**config.mk**
```make
export PLATFORM = sky130hd
export DESIGN_NAME = fcp_coding_path
export DESIGN_NICKNAME = d
export VERILOG_FILES = /design/src/fcp_pkg.sv /design/src/fcp_coding_path.sv
export SDC_FILE = /design/constraint.sdc
export NUM_CORES = 1
export LEC_CHECK = 0
export ABC_AREA = 1
export BUFFER_PORTS_ARGS = -buffer_cell sky130_fd_sc_hd__buf_4
export CELL_PAD_IN_SITES_DETAIL_PLACEMENT = 1
export CELL_PAD_IN_SITES_GLOBAL_PLACEMENT = 2
export CORE_MARGIN = 4
export CORE_UTILIZATION = 39
export DETAILED_ROUTE_END_ITERATION = 10
export GPL_ROUTABILITY_DRIVEN = 0
export PLACE_DENSITY_LB_ADDON = 0.05
export SLEW_MARGIN = 40
export SYNTH_ARGS = -nofsm -noshare
export SYNTH_HDL_FRONTEND = slang
export SYNTH_SLANG_ARGS = --single-unit
```
**constraint.sdc**
```tcl
create_clock -name clk -period 7.1 [get_ports clk]
set_input_delay 2.13 -clock clk [delete_from_list [all_inputs] [get_ports clk]]
set_output_delay 2.13 -clock clk [all_outputs]
set_load 0.01 [all_outputs]
```
**src/fcp_pkg.sv**
```systemverilog
// shared constants, code groups and types of the 100 Mb/s coding path
package fcp_pkg;

  // ==========================================================================
  // clocking: bit enables come from a phase accumulator on the system clock
  // ==========================================================================
  localparam int CLK_MHZ = 200;
  localparam int LINE_MHZ = 125;
  localparam int PH_W = 3;
  localparam int PH_MOD = 8;
  localparam logic [PH_W:0] BIT_STEP = (PH_W + 1)'(LINE_MHZ * PH_MOD / CLK_MHZ);
  localparam logic [PH_W-1:0] RX_PHASE_CENTER = 3'h4;

  // ==========================================================================
  // code groups, leftmost bit goes out first
  // ==========================================================================
  localparam int GROUP_W = 5;
  localparam logic [2:0] GROUP_LAST = 3'h4;
  localparam logic [4:0] CG_J = 5'h18;
  localparam logic [4:0] CG_K = 5'h11;
  localparam logic [4:0] CG_T = 5'h0D;
  localparam logic [4:0] CG_R = 5'h07;
  localparam logic [4:0] CG_H = 5'h04;
  localparam logic [4:0] CG_I = 5'h1F;
  localparam logic [3:0] PREAMBLE_NIB = 4'h5;

  // ==========================================================================
  // operating mode strap codes
  // ==========================================================================
  localparam logic [3:0] MODE_MII = 4'h1;
  localparam logic [3:0] MODE_NAND = 4'h4;
  localparam logic [3:0] MODE_PDOWN = 4'h7;
  localparam logic [3:0] MODE_RESET = 4'h0;

  // ==========================================================================
  // scrambler: x^11 + x^9 + 1
  // ==========================================================================
  localparam int LFSR_W = 11;
  localparam int TAP_A = 10;
  localparam int TAP_B = 8;
  localparam logic [LFSR_W-1:0] LFSR_SEED = 11'h7FF;
  localparam logic [5:0] LOCK_RUN = 6'h1E;

  // ==========================================================================
  // adaptive slicer
  // ==========================================================================
  localparam logic [7:0] PEAK_INIT = 8'h40;
  localparam int PEAK_SHIFT = 3;

  typedef enum logic [1:0] {
    FCP_TX_IDLE = 2'b00,
    FCP_TX_K = 2'b01,
    FCP_TX_DATA = 2'b11,
    FCP_TX_R = 2'b10
  } fcp_tx_state_t;

  typedef enum logic {
    FCP_RX_HUNT = 1'b0,
    FCP_RX_FRAME = 1'b1
  } fcp_rx_state_t;

  // data nibble to code group
  function automatic logic [4:0] fcp_enc(input logic [3:0] nib);
    logic [4:0] c;
    case (nib)
      4'h0: c = 5'h1E;
      4'h1: c = 5'h09;
      4'h2: c = 5'h14;
      4'h3: c = 5'h15;
      4'h4: c = 5'h0A;
      4'h5: c = 5'h0B;
      4'h6: c = 5'h0E;
      4'h7: c = 5'h0F;
      4'h8: c = 5'h12;
      4'h9: c = 5'h13;
      4'hA: c = 5'h16;
      4'hB: c = 5'h17;
      4'hC: c = 5'h1A;
      4'hD: c = 5'h1B;
      4'hE: c = 5'h1C;
      default: c = 5'h1D;
    endcase
    return c;
  endfunction

  // code group to {valid, nibble}
  function automatic logic [4:0] fcp_dec(input logic [4:0] cg);
    logic [4:0] r;
    r = 5'h00;
    for (int i = 0; i < 16; i++) begin
      if (fcp_enc(4'(i)) == cg) begin
        r = {1'b1, 4'(i)};
      end
    end
    return r;
  endfunction

endpackage

```
**src/fcp_coding_path.sv**
```systemverilog
// 100 Mb/s coding path: strap capture, transmit coder and receive decoder
`timescale 1ns/10ps
// Functional notes
// - serialise MII nibbles at the 125 MHz bit rate
// - 4B/5B encode, then scramble transmit stream
// - scrambled NRZ to NRZI, then MLT-3 line levels
// - sliced MLT-3 levels back to NRZI
// - recover bit timing from NRZI edges
// - recovered timing turns NRZI into NRZ
// - descramble first, then 4B/5B decode
// - decoded groups become MII receive nibbles
// - slicer threshold tracks signal peak adaptively
// - ref clock strap enables reference clock output
// - indicator strap: 1 single, 0 dual
// - mode strap selects MII, NAND tree, power-down
// - straps captured on reset release edge
// - 11-bit LFSR, 2047 sequence, both directions
module fcp_coding_path
  import fcp_pkg::*;
#(
  parameter int SAMPLE_W = 8
) (
  input wire logic clk, // system clock, 200 MHz
  input wire logic rst, // synchronous reset, active high
  input wire logic [3:0] mode_strap, // operating mode strap pins
  input wire logic ref_clock_output_strap, // reference clock enable strap
  input wire logic indicator_style_strap, // indicator style strap
  input wire logic mii_tx_en, // transmit enable from the MAC
  input wire logic [3:0] mii_txd, // transmit nibble from the MAC
  input wire logic mii_tx_er, // transmit error from the MAC
  input wire logic [SAMPLE_W-1:0] line_rx_sample, // equalised line sample, signed
  output logic mii_tx_take, // pulse: transmit nibble taken
  output logic mii_rx_valid, // pulse: new receive nibble
  output logic mii_rx_dv, // receive data valid
  output logic [3:0] mii_rxd, // receive nibble
  output logic mii_rx_er, // receive error
  output logic line_tx_pos, // MLT-3 positive level
  output logic line_tx_neg, // MLT-3 negative level
  output logic ref_clock_output_pin, // 125 MHz bit-rate marker to the MAC
  output logic mode_mii, // captured mode is MII
  output logic mode_nand_tree, // captured mode is NAND tree
  output logic mode_power_down, // captured mode is chip power-down
  output logic single_indicator_style_strap, // captured indicator style
  output logic rx_locked // descrambler locked
);

  // ==========================================================================
  // strap capture
  // ==========================================================================
  logic [5:0] strap_s1_q;
  logic [5:0] strap_s2_q;
  logic rst_q;
  logic [3:0] mode_q;
  logic ref_en_q;
  logic single_led_q;
  logic release_w;
  logic active_w;

  // synchronisers run free: reset must not blank the levels being caught
  always_ff @(posedge clk) begin
    strap_s1_q <= {mode_strap, ref_clock_output_strap, indicator_style_strap};
    strap_s2_q <= strap_s1_q;
    rst_q <= rst;
  end

  assign release_w = rst_q && !rst; // first edge after reset drops
  assign active_w = (mode_q == MODE_MII); // datapath only runs in MII mode

  // latch straps once per reset release
  always_ff @(posedge clk) begin
    if (rst) begin
      mode_q <= MODE_RESET;
      ref_en_q <= 1'b0;
      single_led_q <= 1'b0;
    end else if (release_w) begin
      mode_q <= strap_s2_q[5:2];
      ref_en_q <= strap_s2_q[1];
      single_led_q <= strap_s2_q[0];
    end
  end

  // ==========================================================================
  // transmit bit timing
  // ==========================================================================
  logic [PH_W-1:0] tx_ph_q;
  logic [PH_W:0] tx_sum_w;
  logic tx_tick_w;
  logic [2:0] tx_cnt_q;
  logic tx_load_w;

  assign tx_sum_w = {1'b0, tx_ph_q} + BIT_STEP;
  assign tx_tick_w = tx_sum_w[PH_W] && active_w; // 5 of every 8 clocks
  assign tx_load_w = tx_tick_w && (tx_cnt_q == GROUP_LAST);

  // fractional divider and bit counter within the code group
  always_ff @(posedge clk) begin
    if (rst) begin
      tx_ph_q <= '0;
      tx_cnt_q <= '0;
    end else begin
      tx_ph_q <= tx_sum_w[PH_W-1:0]; // free-running: ref marker must not depend on mode
      if (tx_tick_w) begin
        tx_cnt_q <= (tx_cnt_q == GROUP_LAST) ? 3'h0 : tx_cnt_q + 3'h1;
      end
    end
  end

  // ==========================================================================
  // transmit encoder
  // ==========================================================================
  fcp_tx_state_t tx_st_q;
  fcp_tx_state_t tx_st_d;
  logic [4:0] tx_code_d;
  logic [4:0] tx_sh_q;

  // first two preamble nibbles become J and K; frame end adds T and R
  always_comb begin
    tx_st_d = tx_st_q;
    tx_code_d = CG_I;
    case (tx_st_q)
      FCP_TX_IDLE: begin
        if (mii_tx_en) begin
          tx_code_d = CG_J;
          tx_st_d = FCP_TX_K;
        end
      end
      FCP_TX_K: begin
        tx_code_d = CG_K;
        tx_st_d = FCP_TX_DATA;
      end
      FCP_TX_DATA: begin
        if (!mii_tx_en) begin
          tx_code_d = CG_T;
          tx_st_d = FCP_TX_R;
        end else begin
          tx_code_d = mii_tx_er ? CG_H : fcp_enc(mii_txd);
        end
      end
      FCP_TX_R: begin
        tx_code_d = CG_R;
        tx_st_d = FCP_TX_IDLE;
      end
      default: begin
        tx_st_d = FCP_TX_IDLE;
      end
    endcase
  end

  // group load at the last bit, shift out leftmost bit first
  always_ff @(posedge clk) begin
    if (rst) begin
      tx_st_q <= FCP_TX_IDLE;
      tx_sh_q <= CG_I;
      mii_tx_take <= 1'b0;
    end else begin
      mii_tx_take <= tx_load_w;
      if (tx_load_w) begin
        tx_st_q <= tx_st_d;
        tx_sh_q <= tx_code_d;
      end else if (tx_tick_w) begin
        tx_sh_q <= {tx_sh_q[3:0], 1'b0};
      end
    end
  end

  // ==========================================================================
  // transmit scrambler, NRZI and MLT-3
  // ==========================================================================
  logic [LFSR_W-1:0] tx_lfsr_q;
  logic tx_key_w;
  logic tx_nrz_w;
  logic tx_nrzi_q;
  logic [1:0] mlt_q;

  assign tx_key_w = tx_lfsr_q[TAP_A] ^ tx_lfsr_q[TAP_B];
  assign tx_nrz_w = tx_sh_q[GROUP_W-1] ^ tx_key_w;

  // a one toggles NRZI; each NRZI toggle steps 0,+,0,- on the line
  always_ff @(posedge clk) begin
    if (rst) begin
      tx_lfsr_q <= LFSR_SEED;
      tx_nrzi_q <= 1'b0;
      mlt_q <= 2'b00;
      line_tx_pos <= 1'b0;
      line_tx_neg <= 1'b0;
    end else if (tx_tick_w) begin
      tx_lfsr_q <= {tx_lfsr_q[LFSR_W-2:0], tx_key_w};
      tx_nrzi_q <= tx_nrzi_q ^ tx_nrz_w;
      if (tx_nrz_w) begin
        mlt_q <= mlt_q + 2'b01;
      end
      line_tx_pos <= (mlt_q + {1'b0, tx_nrz_w}) == 2'b01;
      line_tx_neg <= (mlt_q + {1'b0, tx_nrz_w}) == 2'b11;
    end else if (!active_w) begin
      line_tx_pos <= 1'b0;
      line_tx_neg <= 1'b0;
    end
  end

  // marker runs at bit rate only when the strap enabled it
  always_ff @(posedge clk) begin
    if (rst) begin
      ref_clock_output_pin <= 1'b0;
      mode_mii <= 1'b0;
      mode_nand_tree <= 1'b0;
      mode_power_down <= 1'b0;
      single_indicator_style_strap <= 1'b0;
    end else begin
      ref_clock_output_pin <= tx_sum_w[PH_W] && ref_en_q;
      mode_mii <= (mode_q == MODE_MII);
      mode_nand_tree <= (mode_q == MODE_NAND);
      mode_power_down <= (mode_q == MODE_PDOWN);
      single_indicator_style_strap <= single_led_q;
    end
  end

  // ==========================================================================
  // receive slicer with adaptive threshold
  // ==========================================================================
  logic [SAMPLE_W-1:0] rx_s1_q;
  logic [SAMPLE_W-1:0] rx_s2_q;
  logic [SAMPLE_W-1:0] peak_q;
  logic [SAMPLE_W-1:0] mag_w;
  logic [SAMPLE_W-1:0] thr_w;
  logic signed [SAMPLE_W:0] samp_ext_w;
  logic signed [SAMPLE_W:0] thr_ext_w;
  logic signed [SAMPLE_W:0] diff_w;
  logic lvl_nz_w;
  logic lvl_nz_q;
  logic lvl_prev_q;

  always_ff @(posedge clk) begin
    rx_s1_q <= line_rx_sample;
    rx_s2_q <= rx_s1_q;
  end

  assign mag_w = rx_s2_q[SAMPLE_W-1] ? SAMPLE_W'(-rx_s2_q) : rx_s2_q;
  assign thr_w = peak_q >> 1; // threshold is half the tracked peak
  assign samp_ext_w = {rx_s2_q[SAMPLE_W-1], rx_s2_q};
  assign thr_ext_w = {1'b0, thr_w};
  assign diff_w = $signed({1'b0, mag_w}) - $signed({1'b0, peak_q});
  assign lvl_nz_w = (samp_ext_w > thr_ext_w) || (samp_ext_w < -thr_ext_w);

  // peak follows only symbols above threshold, so zeros do not drag it down
  always_ff @(posedge clk) begin
    if (rst) begin
      peak_q <= SAMPLE_W'(PEAK_INIT);
      lvl_nz_q <= 1'b0;
      lvl_prev_q <= 1'b0;
    end else begin
      if (mag_w > thr_w) begin
        peak_q <= peak_q + SAMPLE_W'(diff_w >>> PEAK_SHIFT);
      end
      lvl_nz_q <= lvl_nz_w; // nonzero level is the NRZI value
      lvl_prev_q <= lvl_nz_q;
    end
  end

  // ==========================================================================
  // receive clock recovery and NRZI to NRZ
  // ==========================================================================
  logic [PH_W-1:0] rx_ph_q;
  logic [PH_W:0] rx_sum_w;
  logic rx_edge_w;
  logic rx_tick_w;
  logic rx_last_q;
  logic rx_nrz_w;
  logic rx_slip_w;
  logic [PH_W-1:0] rx_ph_d;

  assign rx_edge_w = lvl_nz_q != lvl_prev_q;
  assign rx_sum_w = {1'b0, rx_ph_q} + BIT_STEP;
  assign rx_tick_w = rx_sum_w[PH_W] && active_w;
  assign rx_slip_w = rx_edge_w && !rx_sum_w[PH_W]; // edge between ticks: phase is off
  assign rx_ph_d = rx_slip_w ? rx_sum_w[PH_W-1:0] + BIT_STEP[PH_W-1:0] : rx_sum_w[PH_W-1:0];
  assign rx_nrz_w = lvl_nz_q ^ rx_last_q; // a transition is a one

  // an edge must land on a tick, the first clock of a bit; one that does not
  // slips the phase a clock, so sampling settles whatever the cable delay
  always_ff @(posedge clk) begin
    if (rst) begin
      rx_ph_q <= '0;
      rx_last_q <= 1'b0;
    end else begin
      rx_ph_q <= rx_ph_d;
      if (rx_tick_w) begin
        rx_last_q <= lvl_nz_q;
      end
    end
  end

  // ==========================================================================
  // descrambler: locks on idle, which is all ones before scrambling
  // ==========================================================================
  logic [LFSR_W-1:0] rx_lfsr_q;
  logic [5:0] run_q;
  logic rx_key_w;
  logic rx_plain_w;

  assign rx_key_w = rx_lfsr_q[TAP_A] ^ rx_lfsr_q[TAP_B];
  assign rx_plain_w = rx_nrz_w ^ rx_key_w;

  always_ff @(posedge clk) begin
    if (rst || !active_w) begin
      rx_lfsr_q <= LFSR_SEED;
      run_q <= '0;
      rx_locked <= 1'b0;
    end else if (rx_tick_w) begin
      if (rx_locked) begin
        rx_lfsr_q <= {rx_lfsr_q[LFSR_W-2:0], rx_key_w};
      end else begin
        rx_lfsr_q <= {rx_lfsr_q[LFSR_W-2:0], !rx_nrz_w};
        run_q <= (rx_key_w == !rx_nrz_w) ? run_q + 6'h01 : 6'h00;
        rx_locked <= (run_q == LOCK_RUN);
      end
    end
  end

  // ==========================================================================
  // receive alignment, decode and MII nibbles
  // ==========================================================================
  fcp_rx_state_t rx_st_q;
  logic [9:0] win_q;
  logic [9:0] win_d;
  logic [2:0] rx_cnt_q;
  logic pre2_q;
  logic rx_shift_w;
  logic [4:0] dec_w;
  logic grp_end_w;

  assign rx_shift_w = rx_tick_w && rx_locked;
  assign win_d = {win_q[8:0], rx_plain_w};
  assign dec_w = fcp_dec(win_d[4:0]);
  assign grp_end_w = rx_shift_w && (rx_st_q == FCP_RX_FRAME) && (rx_cnt_q == GROUP_LAST);

  // J and K align the groups and stand in for two preamble nibbles
  always_ff @(posedge clk) begin
    if (rst || !active_w) begin
      rx_st_q <= FCP_RX_HUNT;
      win_q <= '0;
      rx_cnt_q <= '0;
      pre2_q <= 1'b0;
    end else begin
      pre2_q <= 1'b0;
      if (rx_shift_w) begin
        win_q <= win_d;
        rx_cnt_q <= (rx_cnt_q == GROUP_LAST) ? 3'h0 : rx_cnt_q + 3'h1;
        case (rx_st_q)
          FCP_RX_HUNT: begin
            if (win_d == {CG_J, CG_K}) begin
              rx_st_q <= FCP_RX_FRAME;
              rx_cnt_q <= '0;
              pre2_q <= 1'b1;
            end
          end
          FCP_RX_FRAME: begin
            if (grp_end_w && (win_d[4:0] == CG_T || win_d[4:0] == CG_I)) begin
              rx_st_q <= FCP_RX_HUNT;
            end
          end
          default: begin
            rx_st_q <= FCP_RX_HUNT;
          end
        endcase
      end
    end
  end

  // nibble output: preamble pair, data, end of stream or bad group
  always_ff @(posedge clk) begin
    if (rst || !active_w) begin
      mii_rx_valid <= 1'b0;
      mii_rx_dv <= 1'b0;
      mii_rxd <= '0;
      mii_rx_er <= 1'b0;
    end else begin
      mii_rx_valid <= 1'b0;
      if (pre2_q || (rx_shift_w && rx_st_q == FCP_RX_HUNT && win_d == {CG_J, CG_K})) begin
        mii_rx_valid <= 1'b1;
        mii_rx_dv <= 1'b1;
        mii_rxd <= PREAMBLE_NIB;
        mii_rx_er <= 1'b0;
      end else if (grp_end_w) begin
        mii_rx_valid <= 1'b1;
        if (win_d[4:0] == CG_T) begin
          mii_rx_dv <= 1'b0;
          mii_rxd <= '0;
          mii_rx_er <= 1'b0;
        end else if (win_d[4:0] == CG_I) begin
          mii_rx_dv <= 1'b0; // idle before T: stream cut short
          mii_rxd <= '0;
          mii_rx_er <= 1'b1;
        end else begin
          mii_rx_dv <= 1'b1;
          mii_rxd <= dec_w[3:0];
          mii_rx_er <= !dec_w[4]; // invalid code group
        end
      end
    end
  end

endmodule // fcp_coding_path

```
==> out/results.ini, run 1 <==
[status]
status = finished clean

[setup_path]
worst_setup_path_end_kind = flip-flop
crit_required_ps = 7360
worst_ep_arrival_time_ps = 3730
startpoint_type = flip-flop
r2r_setup_slack_ps = 3640
cp_max_fo = 5
path_class = reg2reg

[detailed_routing]
drt-initial-drc-count = 173
dr.pass1.iters = 4
routedWlPerCell_um = 13.8
routed_wl_um = 13800
vias_per_cell = 5.05
drc = 0
num_vias = 5058
final_antenna_net_count = 0

[layout]
nFillCells = 1838
mostFrequentLayoutCells = 152 x nand2_1, 122 x dfxtp_1, 99 x inv_1
fin_util = 0.472
nets = 874
final_common_cell = nand2_1
antennaDiodeCount = 0
syn_to_final_growth_pct = 17.6
drive_above_1_share = 0.113

[placed_design]
place_hpwl_um = 10200
io_buffers = 37

[clocking]
clk_latency_ps = 420
postCtsHoldBufs = 0
cts_resized = 0
numCtsBuffers = 17
cts_sinks = 122
postCtsSetupBuffers = 0
clk_path_buf_depth = 2
cts_tree = yes
cts_max_level = 4
path_clk_slew_ps = 70
cts_root_buf = clkbuf_16

[logic_synthesis]
synth-xor-area-share = 0.0426
synthAdderAreaFrac = 0.104
synth_cell_type_count = 48
ys_seq_elements = 122
synth_top_family_by_area = simple AND/OR/NAND/NOR gates
muxShareOfSynthArea = 0
syn_area_per_cell_um2 = 7.70
synth_edf_count = 0
syn-cell-area_mm2 = 0.00587
synthFlopType = dfxtp_1
ys_warn_count = 0
synth_fp_nets = 833
synth_simple_gate_area_frac = 0.242
ys_seq_area_frac = 0.416
syn_inst = 763
synth_compound_area_frac = 0.118
async_flop_share = 0

[global_routing]
grt_overflow = 0
grt_pass1_vias = 5348
grt_max_degree = 30
grt_first_pass_wirelength_um = 23600
grtUsageTotal = 0.171
grt_antenna_before_repair = 0

[sta]
skew_ps = 17.7
relSlewSlack = 0.481
fin_crit_ps = 3460
hold_viol = 0
fmax_mhz = 289
slew_violations = 0
fin_tns_setup_ps = 0
tightest_slew_ps = 774
setup_viol = 0
finalCritPeriodShare = 0.488
rsz0062_at_grt = false

[run]
maxCapViolCount = 0

[floorplan]
core_mm2 = 0.0146
die_height_um = 131
dieArea_mm2 = 0.0171
initial_core_util = 0.401
rows = 44
ios = 38
die_w_um = 131

[min_path]
min_path_type = reg2reg

[power]
ir_drop_mv = 0.184
p_per_area_mw_per_mm2 = 349
leakagePower_nw = 3.26

## critical path, cell delays in order, from the launching register on
cell and delay (ps):
dfxtp_1 360, inv_1 80, ha_1 200, inv_1 70, nand2_1 60, xor2_1 240, ha_1 290, nand2_1 70
inv_1 30, nand2_1 50, nand2_1 90, nand2_1 80, nand2_1 80, nand2_1 70, nand2_1 70, xor2_1 150
ha_1 350, a21oi_1 200, nand2_1 70, nand2_1 80, nand2_1 60, nand2_1 60, nand2_1 60, or2_2 260
nand3_1 80, o211ai_1 70
## cell families after synthesis
family / Yosys count
AOI/OAI and AO/OA: 125
and+or+nand+nor: 322
DFF: 122
buffers and inverters: 120
xor gates and xnor gates: 26
adders and majority gates: 48
## flip-flops by register name, indices dropped and copies added (netlist names), 8 cells and up
name       flops
tx_lfsr_q     11
rx_lfsr_q     11
rx_s1_q        8
rx_s2_q        8
peak_q         8
win_q          9
## cells in the mapped netlist, types with 2 or more instances
cell type	count	area, um2
nand2_1	152	571
o21a_1	2	15.0
nor3_1	17	85.1
nand3_2	3	30.0
xor2_1	15	131
nand4_1	11	68.8
buf_2	5	25.0
or2_2	4	25.0
a211oi_1	3	22.5
clkbuf_1	11	41.3
a21oi_1	60	300
dfxtp_1	122	2440
nor3b_1	3	22.5
nor2_1	66	248
nand3b_1	2	15.0
xnor2_2	2	32.5
nand2_2	2	12.5
xnor2_1	8	70.1
inv_1	99	372
nand3_1	52	260
inv_2	3	11.3
ha_1	47	588
and3_1	2	12.5
o211ai_1	2	15.0
nor4_1	3	18.8
o21ai_0	45	225
## through the flow
stage / instances / setup WS [ps] / hold WS (ps) / power [mW] / cell area, um2
3_3_place_gp: 969 / 3430 / 310 / 1.53 / 6320
6_report: 1001 / 3640 / 319 / 2.41 / 6910
5_1_grt: 1001 / 3240 / 332 / 2.61 / 6910
2_1_floorplan: 763 / 4040 / 310 / 1.38 / 5870
4_1_cts: 1001 / 3590 / 322 / 2.45 / 6910
3_5_place_dp: 969 / 3360 / 314 / 1.57 / 6320
## metal layers
layer  track usage  vias up  routed length [um]
li1              -     2578                   -
met1         0.202     2415                6390
met2         0.305       52                6830
met3        0.0484       13                 407
met4        0.0478        0                 159
met5             0        -                   0
## area by class of cell
cell class,count,area [um2],area share
Clock inverter,14,148,0.0214
Tap cell,184,230,0.0333
Inverter,103,387,0.0559
Clock buffer,18,439,0.0636
Timing Repair Buffer,39,293,0.0424
Sequential cell,122,2440,0.353
Multi-Input combinational cell,521,2970,0.430
## worst paths after layout
check	endpoint	startpoint	cells after the start
min reg2reg	rx_s2_q[0]	rx_s1_q[0]	0
max reg2reg	peak_q[6]	rx_s2_q[1]	25
max	peak_q[6]	rx_s2_q[1]	25
min	rx_s2_q[0]	rx_s1_q[0]	0
## report_power, final
| group | internal [mW] | leakage [nW] | switching [mW] | total (mW) |
|---|---|---|---|---|
| combinational | 0.303 | 1.97 | 0.467 | 0.770 |
| sequential | 0.732 | 1.00 | 0.0457 | 0.778 |
| clock | 0.505 | 0.288 | 0.356 | 0.861 |
(Power assumes the default switching activity.)
==> run 2: changes to the inputs <==
--- a/config.mk
+++ b/config.mk
@@ -10,7 +10,7 @@
 export CELL_PAD_IN_SITES_DETAIL_PLACEMENT = 1
 export CELL_PAD_IN_SITES_GLOBAL_PLACEMENT = 2
 export CORE_MARGIN = 4
-export CORE_UTILIZATION = 39
+export CORE_UTILIZATION = 32
 export DETAILED_ROUTE_END_ITERATION = 10
 export GPL_ROUTABILITY_DRIVEN = 0
 export PLACE_DENSITY_LB_ADDON = 0.05
==> constraint.sdc (replaced) <==
create_clock -name clk -period 2.88 [get_ports clk]
set_input_delay 0.864 -clock clk [delete_from_list [all_inputs] [get_ports clk]]
set_output_delay 0.864 -clock clk [all_outputs]
set_load 0.01 [all_outputs]
==> run 2 against run 1 <==
- the flow now finishes with violations (setup timing)
- die area is 20% higher
- cell area increased by 9.8%
- hold slack better by 7.4 ps
- critical path depth is 4 lower
- via count increased by 2.5%
- routed wire length increased by 8.8%
- non-clock buffer count grew 51
- critical path type unchanged
- largest cell class unchanged
- largest power group is now combinational logic
==> out/results.ini, run 2 (synthesis gave the netlist of run 1 again) <==
[layout]
final_common_cell = nand2_1
nets = 925
mostFrequentLayoutCells = 140 x nand2_1, 119 x dfxtp_1, 91 x inv_1
drive_above_1_share = 0.225
reg_top3 = rx_lfsr_q x11, tx_lfsr_q x11, win_q x9
antennaDiodeCount = 0
nFillCells = 2205
syn_to_final_growth_pct = 29.1
fin_util = 0.421

[setup_path]
path_class = reg2reg
r2r_setup_slack_ps = -240
reg2reg_depth = 21
cp_max_fo = 3
worst_setup_path_end_kind = flip-flop
worst_ep_arrival_time_ps = 3400
r2r-start = rx_s2_q[1]
startpoint_type = flip-flop
crit_required_ps = 3170
worstReg2RegEnd = peak_q[6]

[sta]
hold_viol = 0
tightest_slew_ps = 677
fin_crit_ps = 3120
skew_ps = 11.7
rsz0062_at_grt = true
finalCritPeriodShare = 1.08
setup_viol = 3
fmax_mhz = 321
relSlewSlack = 0.548
slew_violations = 0
worst_hold_slack_ps = 327
layout_setup_ws_ps = -238

[global_routing]
grt_antenna_before_repair = 0
grt_pass1_vias = 5617
grtUsageTotal = 0.156
grt_max_degree = 27
grt_overflow = 0
grt_first_pass_wirelength_um = 26000

[detailed_routing]
routed_wl_um = 15000
drt-initial-drc-count = 221
drc = 0
dr.pass1.iters = 4
vias_per_cell = 4.73
routedWlPerCell_um = 13.7
final_antenna_net_count = 0
num_vias = 5185

[power]
pwr-share-seq = 0.281
leakagePower_nw = 3.52
p_int_mw = 4.31
p_per_area_mw_per_mm2 = 888
combPwrFrac = 0.411
swShare = 0.361
ir_drop_mv = 0.531
p_clk_frac = 0.308
total_power_mw = 6.74
p_sw_mw = 2.43

[floorplan]
rows = 49
ios = 38
initial_core_util = 0.326
core_mm2 = 0.0180
dieArea_mm2 = 0.0206
die_w_um = 143
die_height_um = 143

[clocking]
numCtsBuffers = 17
cts_tree = yes
path_clk_slew_ps = 60
cts_max_level = 4
clk_latency_ps = 420
cts_root_buf = clkbuf_16
cts_sinks = 122
clk_path_buf_depth = 2

[min_path]
min_path_type = reg2reg
min-delay-start = strap_s1_q[4]
hold_end = strap_s2_q[4]
hold_depth = 0

[status]
failed_checks = setup timing
status = complete, but fails checks

[placed_design]
io_buffers = 37
place_hpwl_um = 11100

[run]
maxCapViolCount = 0

## run 2: cell types whose count changed in the layout (fill, tap and decap cells not counted), moves of 4 or more
cell,before,now
inv_1,99,91
a21oi_1,60,52
a21oi_2,0,8
nand3_2,3,8
nand3_1,52,47
nand2_2,2,13
inv_2,3,10
buf_4,39,88
nand2_1,152,140
ha_1,47,39
ha_4,0,7
o21ai_0,45,41
## run 2: worst max-delay path: stages (launching register included)
cell and delay (ps):
dfxtp_2 330, inv_2 50, ha_4 160, inv_4 60, nand2_4 60, xor2_4 190
ha_4 250, buf_4 130, a21oi_2 140, xor2_1 160, inv_1 60, ha_2 190
fa_2 400, nand3_2 100, nand2_2 50, nand2_2 80, nand2_1 60, nand2_1 50
nand2_1 70, or2_4 230, nand3_2 60, o211ai_1 80
## run 2: layout make-up
class	instances	area, um2	share of cell area
clock inverter	14	138	0.0181
sequential	122	2450	0.323
inverter	103	389	0.0513
multi-input combinational	521	3210	0.424
tap	229	287	0.0378
timing repair buffer	90	683	0.0901
clock buffer	18	429	0.0566
## run 2: through the flow
step / TNS, ps / area (um2) / cells / worst slack (ps)
finish: -346 / 7580 / 1097 / -238
global route: -1270 / 7580 / 1097 / -404
CTS: -170 / 7400 / 1091 / -141
detailed placement: -663 / 6720 / 1055 / -276
global placement: -306 / 6720 / 1055 / -162
floorplan: -68.0 / 5910 / 763 / -68.0
## run 2: power by group through the flow
| stage | registers [mW] | logic (mW) | clock network (mW) |
|---|---|---|---|
| after floorplan | 1.92 | 1.53 | 0 |
| after global placement | 1.92 | 2.21 | 0 |
| after detailed placement | 1.92 | 2.29 | 0 |
| after CTS | 1.89 | 2.44 | 2.14 |
| after global routing | 1.91 | 3.15 | 2.22 |
| final | 1.89 | 2.77 | 2.08 |
## run 2: repair_timing
item	4_1_cts	5_1_grt
hold buffers	0	0
hold endpoints to repair	0	0
setup endpoints to repair	4	5
resized for setup	20	33
buffers inserted	4	6
pin swaps	15	32
## run 2: per-layer routing
metal,routed length (um),track usage,part of all wire
met1,7070,0.193,0.47
met2,7380,0.272,0.49
met3,332,0.0333,0.022
met4,223,0.0500,0.015
met5,0,0,0
## run 2: worst max path at each step
stage,to,from,cells after the start
5_1_grt,peak_q[6],rx_s2_q[1],24
2_1_floorplan,peak_q[6],rx_s2_q[1],25
6_report,peak_q[6],rx_s2_q[1],21
3_5_place_dp,peak_q[6],rx_s2_q[0],21
3_3_place_gp,peak_q[6],rx_s2_q[0],25
4_1_cts,peak_q[6],rx_s2_q[1],24
==> run 3: changes to the inputs <==
--- a/config.mk
+++ b/config.mk
@@ -14,6 +14,7 @@
 export DETAILED_ROUTE_END_ITERATION = 10
 export GPL_ROUTABILITY_DRIVEN = 0
 export PLACE_DENSITY_LB_ADDON = 0.05
+export SETUP_SLACK_MARGIN = 0.1
 export SLEW_MARGIN = 40
 export SYNTH_ARGS = -nofsm -noshare
 export SYNTH_HDL_FRONTEND = slang
==> run 3 against run 2 <==
- the flow still finishes with violations (setup timing)
- utilization is 0.49 points lower
- cell area is 1.2% lower
- register-to-register slack better by 50 ps
==> out/results.ini, run 3 (synthesis gave the netlist of run 1 again) <==
[status]
status = complete, but fails checks
failed_checks = setup timing

[sta]
fmax_mhz = 326
fin_tns_setup_ps = -477
hold_viol = 0
slew_violations = 0
worst_hold_slack_ps = 327
skew_ps = 14.0
relSlewSlack = 0.547
fin_crit_ps = 3060
setup_viol = 3
finalCritPeriodShare = 1.06
layout_setup_ws_ps = -184
tightest_slew_ps = 679
rsz0062_at_grt = true

[floorplan]
rows = 49
die_height_um = 143
dieArea_mm2 = 0.0206
ios = 38
core_mm2 = 0.0180
initial_core_util = 0.326
die_w_um = 143

[setup_path]
reg2reg_depth = 25
startpoint_type = flip-flop
path_class = reg2reg
crit_required_ps = 3170
cp_max_fo = 3
r2r-start = rx_s2_q[1]
worstReg2RegEnd = peak_q[6]
worst_setup_path_end_kind = flip-flop
r2r_setup_slack_ps = -180
worst_ep_arrival_time_ps = 3350

[power]
p_clk_frac = 0.312
p_per_area_mw_per_mm2 = 879
combPwrFrac = 0.401
total_power_mw = 6.59
ir_drop_mv = 0.505
p_int_mw = 4.21
leakagePower_nw = 3.49
p_sw_mw = 2.38
pwr-share-seq = 0.287
swShare = 0.362

[layout]
drive_above_1_share = 0.210
final_common_cell = nand2_1
final_cells = 1092
antennaDiodeCount = 0
fin_util = 0.416
reg_top3 = rx_lfsr_q x11, tx_lfsr_q x11, win_q x9
nets = 920
fin_area_mm2 = 0.00750
mostFrequentLayoutCells = 139 x nand2_1, 118 x dfxtp_1, 94 x inv_1
syn_to_final_growth_pct = 27.6

[min_path]
min-delay-start = strap_s1_q[2]
hold_end = strap_s2_q[2]
min_path_type = reg2reg
hold_depth = 0

[clocking]
cts_tree = yes
path_clk_slew_ps = 60
clk_latency_ps = 420
numCtsBuffers = 17
clk_path_buf_depth = 2
cts_root_buf = clkbuf_16
cts_sinks = 122
cts_max_level = 4

[run]
maxCapViolCount = 0

[detailed_routing]
dr.pass1.iters = 4
routedWlPerCell_um = 13.5
final_antenna_net_count = 0
vias_per_cell = 4.70
num_vias = 5129
routed_wl_um = 14800
drt-initial-drc-count = 160
drc = 0

[global_routing]
grtUsageTotal = 0.154
grt_max_degree = 27
grt_first_pass_wirelength_um = 25700
grt_pass1_vias = 5531
grt_overflow = 0
grt_antenna_before_repair = 0

[placed_design]
placed_area_mm2 = 0.00674
place_hpwl_um = 11100
io_buffers = 37
pre_cts_slack_ps = -293
placed_cells = 1055

run 3: cell types whose count changed in the layout (fill, tap and decap cells not counted), moves of 3 or more:
cell,before,now
a21oi_1,52,56
a21oi_2,8,4
buf_4,88,84
ha_1,39,43
ha_4,7,4
inv_1,91,94
inv_2,10,5
run 3: area by class of cell:
type	count	area [um2]
clock buffer	17	425
clock inverter	15	143
fill	2215	10500
inverter	103	394
multi-input combinational	521	3160
sequential	122	2450
tap	229	287
timing repair buffer	85	642
run 3: metal layers:
layer / up-vias / GRT usage / part of all wire
met5: - / 0 / 0
met4: 0 / 0.0446 / 0.010
met3: 10 / 0.0333 / 0.023
met2: 45 / 0.274 / 0.50
met1: 2410 / 0.186 / 0.47
li1: 2664 / - / -
run 3: worst max path at each step:
stage | from | end | slack (ps) | cells past startpoint
after floorplan | rx_s2_q[1] | peak_q[6] | -70 | 25
after global placement | rx_s2_q[0] | peak_q[6] | -150 | 25
after detailed placement | rx_s2_q[0] | peak_q[6] | -290 | 24
after CTS | rx_s2_q[0] | peak_q[6] | -180 | 25
after global routing | rx_s2_q[0] | peak_q[7] | -430 | 21
final | rx_s2_q[1] | peak_q[6] | -180 | 25
run 3: what timing repair did:
item | 4_1_cts | 5_1_grt
setup buffers | 4 | 1
setup endpoints to repair | 5 | 5
pin swaps | 15 | 17
hold buffers | 0 | 0
resized for setup | 15 | 27
run 3: critical path, cell delays in order (launching register included):
cell	delay, ps
dfxtp_2	350
inv_4	50
ha_4	160
inv_4	60
nand2_4	50
xor2_2	150
ha_1	320
nand2_1	80
inv_1	40
nand2_1	70
nand2_2	60
nand2_2	60
nand2_2	60
nand2_2	60
nand2_2	50
xor2_1	160
ha_1	350
a21oi_2	160
nand2_1	80
nand2_2	70
nand2_2	50
nand2_2	50
nand2_2	50
or2_4	220
nand3_2	70
o211ai_1	70
run 3: power by group through the flow:
stage / registers (mW) / clock network [mW] / logic, mW
global placement: 1.92 / 0 / 2.25
detailed placement: 1.92 / 0 / 2.33
global route: 1.90 / 2.22 / 3.04
CTS: 1.89 / 2.13 / 2.47
finish: 1.89 / 2.06 / 2.64
floorplan: 1.92 / 0 / 1.55
